`src/rtl/fatc_pkg.sv`:
```
// constants shared by the frame acquisition / transfer controller files
// assumes a 32-bit apb register bus with byte addresses and one clock
package fatc_pkg;
  // register byte offsets
  localparam logic [7:0] ADDR_CMD = 8'h00;
  localparam logic [7:0] ADDR_CTRL = 8'h04;
  localparam logic [7:0] ADDR_CAP_COUNT = 8'h08;
  localparam logic [7:0] ADDR_FPT = 8'h0c;
  localparam logic [7:0] ADDR_XFER_COUNT = 8'h10;
  localparam logic [7:0] ADDR_QUEUED = 8'h14;
  localparam logic [7:0] ADDR_STATUS = 8'h18;
  localparam logic [7:0] ADDR_DROPS = 8'h1c;
  localparam logic [7:0] ADDR_LOCK_BASE = 8'h20;
  localparam int LOCK_REGS = 4;
  localparam int LOCK_IDX_LSB = 2;
  localparam int LOCK_IDX_W = 2;
  // command register bit positions (write-only, self clearing)
  localparam int CMD_CAP_BEGIN = 0;
  localparam int CMD_CAP_HALT = 1;
  localparam int CMD_CAP_KILL = 2;
  localparam int CMD_XFER_BEGIN = 3;
  localparam int CMD_XFER_HALT = 4;
  localparam int CMD_XFER_KILL = 5;
  // control register fields
  localparam int CTRL_POLICY_LSB = 0;
  localparam int CTRL_COUPLE_BIT = 4;
  localparam int CTRL_RUN_BIT = 8;
  localparam int CTRL_OPEN_BIT = 12;
  // capture_frame_policy encodings
  localparam logic [1:0] POLICY_SINGLE = 2'h0;
  localparam logic [1:0] POLICY_MULTI = 2'h1;
  localparam logic [1:0] POLICY_CONT = 2'h2;
  // status register bits
  localparam int ST_CAP_WAIT = 0;
  localparam int ST_CAP_FRAME = 1;
  localparam int ST_XFER_RUN = 2;
  localparam int ST_QUEUE_FULL = 3;
  localparam int ST_REJECTED = 4;
  localparam int ST_LOCKED = 5;
  // reset values
  localparam logic [15:0] CAP_COUNT_RST = 16'h0001;
  localparam logic [15:0] FPT_RST = 16'h0001;
  localparam logic [15:0] XFER_COUNT_RST = 16'h0001;
  localparam int CNT_W = 16;
  // frame store size in bytes
  localparam longint BUF_BYTES = 64'd268435456;
endpackage

```
`src/rtl/frame_queue_if.sv`:
```
// bundle between the controller and its frame slot tracker
// assumes both ends sit on the same clock
`timescale 1ns/10ps
interface frame_queue_if #(parameter int CNT_W = 16);
  logic push;
  logic pop;
  logic overwrite_ok;
  logic [CNT_W-1:0] count;
  logic full;
  logic dropped;
  modport owner (output push, output pop, output overwrite_ok,
    input count, input full, input dropped);
  modport tracker (input push, input pop, input overwrite_ok,
    output count, output full, output dropped);
endinterface

```
`src/rtl/frame_acquire_transfer_ctrl.sv`:
```
// frame acquisition and buffered transfer controller with apb registers
// assumes frame strobes and link done come from logic on pclk
//
// What this block does
// - capture begin starts selected capture policy
// - halt ends after frame, unless multi-trigger; ends trigger wait at once
// - kill drops current frame or trigger wait
// - kill while idle is ignored
// - coupling select: basic or decoupled transfer
// - continuous transfer runs until halt command
// - counted transfer ends at count or halt
// - programmable block count for counted transfer
// - queued frame count readable
// - transfer begin, halt and kill commands
// - every frame stored, then sent promptly in basic mode
// - drop event only when store full
// - 256MB store, resend reserve reduces slots
// - basic mode: capture paced by transfer
// - decoupled: full store overwrites, raises drop
// - decoupled: transfer independent of capture
// - reject counted start above queued count
// - locked settings refused while busy
// - single, multi or continuous capture policy
`timescale 1ns/10ps
module frame_acquire_transfer_ctrl
  import fatc_pkg::*;
#(
  parameter longint FRAME_BYTES = 64'd1048576,
  parameter longint RESEND_BYTES = 64'd0
)
(
  // clock and reset
  input wire logic pclk,
  input wire logic presetn,
  // apb slave
  input wire logic psel,
  input wire logic penable,
  input wire logic pwrite,
  input wire logic [7:0] paddr,
  input wire logic [31:0] pwdata,
  output logic [31:0] prdata,
  output logic pready,
  output logic pslverr,
  // sensor frame timing
  input wire logic frame_sof,
  input wire logic frame_eof,
  output logic capture_ready,
  output logic capture_active,
  // transfer link
  output logic block_send_req,
  output logic block_send_abort,
  input wire logic block_send_done,
  // events
  output logic frame_dropped_event
);
  localparam int SLOTS = int'((BUF_BYTES - RESEND_BYTES) / FRAME_BYTES);

  typedef enum {CAP_IDLE, CAP_WAIT, CAP_FRAME} cap_state_t;
  typedef enum {XF_IDLE, XF_RUN} xfer_state_t;

  frame_queue_if #(.CNT_W(CNT_W)) qif ();

  frame_slot_tracker #(.SLOTS(SLOTS), .CW(CNT_W)) u_tracker (
    .pclk(pclk),
    .presetn(presetn),
    .q(qif.tracker)
  );

  cap_state_t cap_q;
  xfer_state_t xf_q;
  logic [1:0] policy_q;
  logic coupling_q;
  logic run_policy_q;
  logic stream_open_q;
  logic [CNT_W-1:0] cap_count_q;
  logic [CNT_W-1:0] fpt_q;
  logic [CNT_W-1:0] xfer_count_q;
  logic [CNT_W-1:0] frames_done_q;
  logic [CNT_W-1:0] blocks_sent_q;
  logic [31:0] drops_q;
  logic [31:0] lock_q [LOCK_REGS];
  logic halt_pend_q;
  logic xf_halt_pend_q;
  logic rejected_q;
  logic cap_begin_q, cap_halt_q, cap_kill_q;
  logic xf_begin_q, xf_halt_q, xf_kill_q;
  logic [31:0] prdata_q;
  logic pready_q;
  logic pslverr_q;
  logic ready_q;
  logic send_req_q;
  logic send_abort_q;
  logic dropped_q;
  logic setup;
  logic wr_acc;
  logic is_lock;
  logic locked;
  logic [LOCK_IDX_W-1:0] lock_idx;
  logic push;
  logic pop;
  logic decoupled;
  logic last_frame;
  logic last_block;
  logic frame_stop;
  logic active_q;

  assign setup = psel && !penable;
  assign wr_acc = psel && penable && pready_q && pwrite;
  assign is_lock = paddr >= ADDR_LOCK_BASE &&
    paddr < ADDR_LOCK_BASE + 8'(LOCK_REGS * 4);
  assign lock_idx = paddr[LOCK_IDX_LSB +: LOCK_IDX_W];
  assign decoupled = coupling_q;
  assign locked = cap_q != CAP_IDLE || xf_q != XF_IDLE || stream_open_q;

  // ---------------- apb slave: zero wait, answer flopped at setup
  always_ff @(posedge pclk or negedge presetn)
  begin
    if (!presetn)
    begin
      pready_q <= 1'b0;
    end
    else
    begin
      pready_q <= setup;
    end
  end

  always_ff @(posedge pclk or negedge presetn)
  begin
    if (!presetn)
    begin
      pslverr_q <= 1'b0;
    end
    else if (setup)
    begin
      pslverr_q <= paddr[1:0] != 2'h0 ||
        (paddr > ADDR_DROPS && !is_lock) ||
        (pwrite && (paddr == ADDR_QUEUED || paddr == ADDR_STATUS ||
          paddr == ADDR_DROPS)) ||
        (pwrite && is_lock && locked);
    end
  end

  always_ff @(posedge pclk or negedge presetn)
  begin
    if (!presetn)
    begin
      prdata_q <= '0;
    end
    else if (setup && !pwrite)
    begin
      prdata_q <= '0;
      case (paddr)
        ADDR_CTRL:
        begin
          prdata_q[CTRL_POLICY_LSB +: 2] <= policy_q;
          prdata_q[CTRL_COUPLE_BIT] <= coupling_q;
          prdata_q[CTRL_RUN_BIT] <= run_policy_q;
          prdata_q[CTRL_OPEN_BIT] <= stream_open_q;
        end
        ADDR_CAP_COUNT: prdata_q[CNT_W-1:0] <= cap_count_q;
        ADDR_FPT: prdata_q[CNT_W-1:0] <= fpt_q;
        ADDR_XFER_COUNT: prdata_q[CNT_W-1:0] <= xfer_count_q;
        ADDR_QUEUED: prdata_q[CNT_W-1:0] <= qif.count;
        ADDR_STATUS:
        begin
          prdata_q[ST_CAP_WAIT] <= cap_q == CAP_WAIT;
          prdata_q[ST_CAP_FRAME] <= cap_q == CAP_FRAME;
          prdata_q[ST_XFER_RUN] <= xf_q == XF_RUN;
          prdata_q[ST_QUEUE_FULL] <= qif.full;
          prdata_q[ST_REJECTED] <= rejected_q;
          prdata_q[ST_LOCKED] <= locked;
        end
        ADDR_DROPS: prdata_q <= drops_q;
        default:
        begin
          if (is_lock)
          begin
            prdata_q <= lock_q[lock_idx];
          end
        end
      endcase
    end
  end

  // ---------------- writable settings
  always_ff @(posedge pclk or negedge presetn)
  begin
    if (!presetn)
    begin
      policy_q <= POLICY_SINGLE;
      coupling_q <= 1'b0;
      run_policy_q <= 1'b0;
      stream_open_q <= 1'b0;
      cap_count_q <= CAP_COUNT_RST;
      fpt_q <= FPT_RST;
      xfer_count_q <= XFER_COUNT_RST;
    end
    else if (wr_acc && !pslverr_q)
    begin
      case (paddr)
        ADDR_CTRL:
        begin
          policy_q <= pwdata[CTRL_POLICY_LSB +: 2];
          coupling_q <= pwdata[CTRL_COUPLE_BIT];
          run_policy_q <= pwdata[CTRL_RUN_BIT];
          stream_open_q <= pwdata[CTRL_OPEN_BIT];
        end
        ADDR_CAP_COUNT: cap_count_q <= pwdata[CNT_W-1:0];
        ADDR_FPT: fpt_q <= pwdata[CNT_W-1:0];
        ADDR_XFER_COUNT: xfer_count_q <= pwdata[CNT_W-1:0];
        default:
        begin
        end
      endcase
    end
  end

  // pixel format, geometry, shading, preset, packet size and timeouts
  always_ff @(posedge pclk or negedge presetn)
  begin
    if (!presetn)
    begin
      for (int i = 0; i < LOCK_REGS; i++)
      begin
        lock_q[i] <= '0;
      end
    end
    else if (wr_acc && is_lock && !pslverr_q)
    begin
      lock_q[lock_idx] <= pwdata;
    end
  end

  // ---------------- command pulses, never stored beyond one cycle
  always_ff @(posedge pclk or negedge presetn)
  begin
    if (!presetn)
    begin
      {cap_begin_q, cap_halt_q, cap_kill_q} <= 3'h0;
      {xf_begin_q, xf_halt_q, xf_kill_q} <= 3'h0;
    end
    else
    begin
      cap_begin_q <= wr_acc && paddr == ADDR_CMD && pwdata[CMD_CAP_BEGIN];
      cap_halt_q <= wr_acc && paddr == ADDR_CMD && pwdata[CMD_CAP_HALT];
      cap_kill_q <= wr_acc && paddr == ADDR_CMD && pwdata[CMD_CAP_KILL];
      xf_begin_q <= wr_acc && paddr == ADDR_CMD && pwdata[CMD_XFER_BEGIN];
      xf_halt_q <= wr_acc && paddr == ADDR_CMD && pwdata[CMD_XFER_HALT];
      xf_kill_q <= wr_acc && paddr == ADDR_CMD && pwdata[CMD_XFER_KILL];
    end
  end

  // ---------------- capture sequencing
  assign last_frame = policy_q == POLICY_SINGLE ||
    (policy_q == POLICY_MULTI && frames_done_q + 1'b1 >= cap_count_q);
  assign push = cap_q == CAP_FRAME && frame_eof && !cap_kill_q;
  // a halt landing on the end-of-frame cycle obeys the same trigger-count exception
  assign frame_stop = last_frame || halt_pend_q || (cap_halt_q && fpt_q <= FPT_RST);

  always_ff @(posedge pclk or negedge presetn)
  begin
    if (!presetn)
    begin
      cap_q <= CAP_IDLE;
      active_q <= 1'b0;
      halt_pend_q <= 1'b0;
      frames_done_q <= '0;
    end
    else
    begin
      case (cap_q)
        CAP_IDLE:
        begin
          halt_pend_q <= 1'b0;
          if (cap_begin_q)
          begin
            cap_q <= CAP_WAIT;
            active_q <= 1'b1;
            frames_done_q <= '0;
          end
        end
        CAP_WAIT:
        begin
          if (cap_kill_q || cap_halt_q)
          begin
            cap_q <= CAP_IDLE;
            active_q <= 1'b0;
          end
          else if (frame_sof && ready_q)
          begin
            cap_q <= CAP_FRAME;
          end
        end
        CAP_FRAME:
        begin
          if (cap_kill_q)
          begin
            cap_q <= CAP_IDLE;
            active_q <= 1'b0;
          end
          else if (frame_eof)
          begin
            frames_done_q <= frames_done_q + 1'b1;
            cap_q <= frame_stop ? CAP_IDLE : CAP_WAIT;
            active_q <= !frame_stop;
          end
          else if (cap_halt_q && fpt_q <= FPT_RST)
          begin
            halt_pend_q <= 1'b1;
          end
        end
        default:
        begin
          cap_q <= CAP_IDLE;
          active_q <= 1'b0;
        end
      endcase
    end
  end
  // a kill in CAP_IDLE falls through the case untouched

  // basic mode holds the sensor off while the store is full
  always_ff @(posedge pclk or negedge presetn)
  begin
    if (!presetn)
    begin
      ready_q <= 1'b1;
    end
    else
    begin
      ready_q <= decoupled || !qif.full;
    end
  end

  // ---------------- transfer sequencing
  assign last_block = run_policy_q && blocks_sent_q + 1'b1 >= xfer_count_q;
  assign pop = send_req_q && block_send_done;

  always_ff @(posedge pclk or negedge presetn)
  begin
    if (!presetn)
    begin
      xf_q <= XF_IDLE;
      blocks_sent_q <= '0;
      xf_halt_pend_q <= 1'b0;
    end
    else
    begin
      case (xf_q)
        XF_IDLE:
        begin
          xf_halt_pend_q <= 1'b0;
          blocks_sent_q <= '0;
          if (decoupled && xf_begin_q &&
            !(run_policy_q && xfer_count_q > qif.count))
          begin
            xf_q <= XF_RUN;
          end
        end
        XF_RUN:
        begin
          if (xf_kill_q || !decoupled)
          begin
            xf_q <= XF_IDLE;
          end
          else if (pop)
          begin
            blocks_sent_q <= blocks_sent_q + 1'b1;
            if (last_block || xf_halt_pend_q || xf_halt_q)
            begin
              xf_q <= XF_IDLE;
            end
          end
          else if (xf_halt_q && !send_req_q)
          begin
            xf_q <= XF_IDLE;
          end
          else if (xf_halt_q)
          begin
            xf_halt_pend_q <= 1'b1;
          end
        end
        default: xf_q <= XF_IDLE;
      endcase
    end
  end

  // sticky until the next transfer begin seen in XF_IDLE; software reads it in status
  always_ff @(posedge pclk or negedge presetn)
  begin
    if (!presetn)
    begin
      rejected_q <= 1'b0;
    end
    else if (xf_begin_q && xf_q == XF_IDLE)
    begin
      rejected_q <= decoupled && run_policy_q && xfer_count_q > qif.count;
    end
  end

  // basic mode streams whenever a frame waits, with no flow control
  always_ff @(posedge pclk or negedge presetn)
  begin
    if (!presetn)
    begin
      send_req_q <= 1'b0;
      send_abort_q <= 1'b0;
    end
    else
    begin
      send_abort_q <= send_req_q && xf_kill_q && decoupled;
      if (pop || (xf_kill_q && decoupled))
      begin
        send_req_q <= 1'b0;
      end
      else if (!send_req_q && qif.count != '0)
      begin
        send_req_q <= decoupled ? (xf_q == XF_RUN && !xf_halt_q && !xf_halt_pend_q)
          : 1'b1;
      end
    end
  end

  // ---------------- drop events
  always_ff @(posedge pclk or negedge presetn)
  begin
    if (!presetn)
    begin
      dropped_q <= 1'b0;
      drops_q <= '0;
    end
    else
    begin
      dropped_q <= qif.dropped;
      if (qif.dropped)
      begin
        drops_q <= drops_q + 1'b1;
      end
    end
  end

  assign qif.push = push;
  assign qif.pop = pop;
  assign qif.overwrite_ok = decoupled;

  assign prdata = prdata_q;
  assign pready = pready_q;
  assign pslverr = pslverr_q;
  assign capture_ready = ready_q;
  assign capture_active = active_q;
  assign block_send_req = send_req_q;
  assign block_send_abort = send_abort_q;
  assign frame_dropped_event = dropped_q;
endmodule

```
`src/rtl/frame_slot_tracker.sv`:
```
// occupancy of the circular frame store, counted in whole frame slots
// assumes push and pop are single-cycle pulses from the controller
`timescale 1ns/10ps
module frame_slot_tracker
  import fatc_pkg::*;
#(
  parameter int SLOTS = 256,
  parameter int CW = 16
)
(
  // clock and reset
  input wire logic pclk,
  input wire logic presetn,
  // queue bundle
  frame_queue_if.tracker q
);
  localparam logic [CW-1:0] SLOTS_C = CW'(SLOTS);
  logic [CW-1:0] count_q;
  logic dropped_q;

  // a push into a full store with no pop overwrites the oldest frame
  always_ff @(posedge pclk or negedge presetn)
  begin
    if (!presetn)
    begin
      count_q <= '0;
    end
    else if (q.push && !q.pop && count_q != SLOTS_C)
    begin
      count_q <= count_q + 1'b1;
    end
    else if (q.pop && !q.push && count_q != '0)
    begin
      count_q <= count_q - 1'b1;
    end
  end

  always_ff @(posedge pclk or negedge presetn)
  begin
    if (!presetn)
    begin
      dropped_q <= 1'b0;
    end
    else
    begin
      dropped_q <= q.push && !q.pop && count_q == SLOTS_C;
    end
  end

  assign q.count = count_q;
  assign q.full = (count_q == SLOTS_C);
  assign q.dropped = dropped_q;
endmodule

```
`config.mk`:
```
export PLATFORM = sky130hd
export DESIGN_NAME = frame_acquire_transfer_ctrl
export DESIGN_NICKNAME = d
export VERILOG_FILES = /design/src/rtl/fatc_pkg.sv /design/src/rtl/frame_queue_if.sv /design/src/rtl/frame_acquire_transfer_ctrl.sv /design/src/rtl/frame_slot_tracker.sv
export SDC_FILE = /design/constraint.sdc
export NUM_CORES = 1
export LEC_CHECK = 0
export BUFFER_PORTS_ARGS = -buffer_cell sky130_fd_sc_hd__buf_2
export CORE_UTILIZATION = 40
export CTS_BUF_LIST = sky130_fd_sc_hd__clkbuf_16
export DETAILED_ROUTE_END_ITERATION = 10
export GPL_TIMING_DRIVEN = 0
export PLACE_DENSITY = 0.6
export SLEW_MARGIN = 40
export SYNTH_ARGS = -nofsm -noshare
export SYNTH_HDL_FRONTEND = slang
export SYNTH_SLANG_ARGS = --single-unit
```
`constraint.sdc`:
```
create_clock -name pclk -period 4.4 [get_ports pclk]
set_input_delay 0.44 -clock pclk [delete_from_list [all_inputs] [get_ports pclk]]
set_output_delay 0.44 -clock pclk [all_outputs]
set_load 0.1 [all_outputs]
```
==> impl_results.md <==
- Status: complete, no violations
- Yosys cell types: 76
- CP required: ~5 ns
- Leakage: 8.81 nW
- Setup slack, reg-to-reg: 0.50 ns
- Vias: 12,119
- Syn Area/Cell: 11.5 um2
- Hold Fails Final Rpt: 0
- Grt met3 use: 4.34%
- CTS sink cnt: 313
- Most frequent cells in the layout: dfrtp_1 (309), mux2_2 (164), buf_2 (107)
- Worst R2R Start: u_tracker.q.count[7]
- Worst hold slack: 0.154 ns
- Pin count of the biggest net entering global routing: 72
- Main synth FF type: dfrtp_1
- Worst-Margin Slew: 0.868 ns
- Dpl hpwl: 33,600 um
- Power, Total: a little over 8 mW
- Die area: ~42,000 um2
- Final Cycle Share: 88.7%
- Clock transition at path regs: 0.06 ns
- EDFF count, synth: 0
- Syn_nets: 1,539
- DRC viols: 0
- Post-route minimum period: 3.90 ns
- CP Max Fanout: 16
- DR iter-0 viols: between 1,000 and 1,500
- Vias/cell: 5.75
- Area of the mapped netlist: between 15,000 and 20,000 um2
- Routability Congestion: 0.919
- Max Slew Vio Count: 0
- First-pass GRT wire length: just over 70,000 um
- Layout cell share with drive strength beyond 1: 25.7%
- FF+latch count, synth: 313
- Clock buffer depth: 3
- Fillers: approximately 3,700
- # Max-Cap Violations: 0
- Initial Utilization: between 40% and 50%
- I/O pins: 87
- NumNets Final: between 1,500 and 2,000
- Number of diodes: 0
- Antenna violations before repair: 1
- Total congestion overflow: 0
- First drt pass iteration count: 6
- Fraction of registers with async set/reset: 100%
- Clk Latency, worst-skew pair: 0.56 ns
- Max frequency: 256 MHz
- Worst R2R End: u_tracker.q.count[13]
- Gr busiest metal: met2
- Seq/Total Area, Yosys: 48.0%
- Vias in the first global route: 11,984
- WL per Instance: approximately 22 um
- Gr usage total: 22.4%
- Setup violators final: 0
- Startpoint types: register
- GR Util met1: approximately a third
- Post CTS Setup Buffer Count: 0
- Die height: 204 um
- Rel. slew slack: 42.2%
- DP Cell Count: roughly 2,000
- Core area: 40,000 um2
- Clock root buffer: clkbuf_16
- CTS tree: done
- Commonest non-fill, non-tap cell in the layout: dfrtp_1
- RSZ-0062 raised after global routing: false
- Post-Syn Instances: 1,425
- Hold Path Class: primary input to register
- Peak VDD IR: 0.325 mV
- Critical Path AT: ~4.4 ns
- FP Rows: 73
- Die W: 204 um
- Worst Setup End Kind: register
- CP endpoint: u_tracker.q.count[13]
- DRT Wirelength: 45,700 um
- Critical Setup Path Class: register to register
- Num CTS Buffers: 37
- H-tree depth: 2
- Met2 Use GR: 33.4%
- Layout Cells excl Fill: between 2,000 and 2,500
- Skew final: 0.0173 ns
- CP Launch Point: u_tracker.q.count[7]
- Pwr/cell area: 440 nW/um2
- Input/output buffers: 85
- Synth-to-Final Area Change: 15.1%
- Worst Reg-to-Reg Cells: 10
- Detail Route Antenna Nets: 0
- Synth Warn #: 0
report_power, final:
group / internal, mW / switching (mW)
Sequential: 3.03 / 0.239
Combinational: 0.625 / 1.30
Clock: 1.79 / 1.28
Total: 5.44 / 2.82
registers in the layout (all words and copies together), names as in the netlist, 2 cells and up:
| name | flops |
|---|---|
| lock_q | 128 |
| drops_q | 32 |
| prdata | 32 |
| blocks_sent_q | 16 |
| cap_count_q | 16 |
| fpt_q | 16 |
| frames_done_q | 16 |
| u_tracker.q.count | 16 |
| xfer_count_q | 16 |
| cap_q | 2 |
| policy_q | 2 |
kinds of logic (layout without fill, tap and decap cells):
kind of cell,Yosys count,count (layout),synth area share (%)
xor+xnor,78,78,4.18
buf+inv,125,282,3.17
fa+ha+maj,66,66,5.10
flops,313,313,48.0
simple gates,369,369,11.4
mux,219,219,17.8
compound gates,255,255,10.3
layout make-up:
type	instances	area (um2)	area share, %
sequential	313	7840	41.7
clock inverter	30	287	1.53
timing repair buffer	90	556	2.96
tap	525	657	3.50
multi-input combinational	987	8000	42.6
inverter	65	244	1.30
clock buffer	37	926	4.93
buffer	60	278	1.48
stage by stage:
| stage | util (%) | TNS, ns | cell area, um2 | setup slack [ns] |
|---|---|---|---|---|
| 6_report | 47.0 | 0 | 18800 | 0.495 |
| 4_1_cts | 46.9 | 0 | 18800 | 0.272 |
| 5_1_grt | 47.0 | 0 | 18800 | 0.156 |
| 3_3_place_gp | 43.5 | -985.72 | 17400 | -3.23 |
| 3_5_place_dp | 43.9 | 0 | 17500 | 0.300 |
| 2_1_floorplan | - | 0 | 16300 | 0.980 |
worst max-delay path: stages (launching register included):
cell	delay [ns]
dfrtp_1	0.48
nor4_1	0.50
nand4_1	0.44
nand2_2	0.46
ha_1	0.35
a21oi_1	0.24
nand2_1	0.13
o21ai_0	0.41
a21boi_0	0.24
or4_1	0.50
nand3_1	0.09
cell usage after synthesis (all sizes together) (3+ instances only):
cell type	count	area share, %
nor3	15	0.56
a31oi	17	0.65
nand3	40	1.3
nor4	16	0.65
nand2	102	2.5
and2	19	0.73
nor4b	4	0.21
inv	65	1.5
dfrtp	309	47
nand2b	10	0.38
dfstp	4	0.64
or4	4	0.23
ha	65	5.0
mux4	33	4.6
mux2	184	13
clkbuf	31	0.71
a21boi	9	0.41
o22ai	6	0.23
nor2b	8	0.31
a21o	13	0.60
a221oi	6	0.32
and3	21	0.80
xnor2	49	2.6
o21ai	55	1.7
nor2	91	2.2
nand4	21	0.80
a22oi	27	1.2
o31ai	12	0.55
o211ai	3	0.14
a211oi	5	0.23
xor2	29	1.6
a22o	11	0.59
a21oi	58	1.8
buf	29	0.97
nor3b	5	0.23
a222oi	9	0.55
or3	7	0.27
metal layers:
metal,vias up,part of all wire (%)
li1,5446,-
met1,6195,46
met2,376,44
met3,100,6.6
met4,2,3.2
met5,-,0.026
how the worst min path moves through the flow:
stage,start,endpoint,cells after the start
3_5_place_dp,presetn,u_tracker.q.count[8],1
3_3_place_gp,drops_q[31],drops_q[31],1
6_report,pwdata[25],lock_q[121],2
2_1_floorplan,presetn,block_send_abort,0
5_1_grt,pwdata[28],lock_q[92],2
4_1_cts,pwdata[26],lock_q[26],2
what timing repair did:
item,CTS,global route
endpoints found under the setup margin,0,1
hold buffers,1,0
hold endpoints to repair,54,0
resized for setup,0,1
Power figures use the tool's default switching activity.
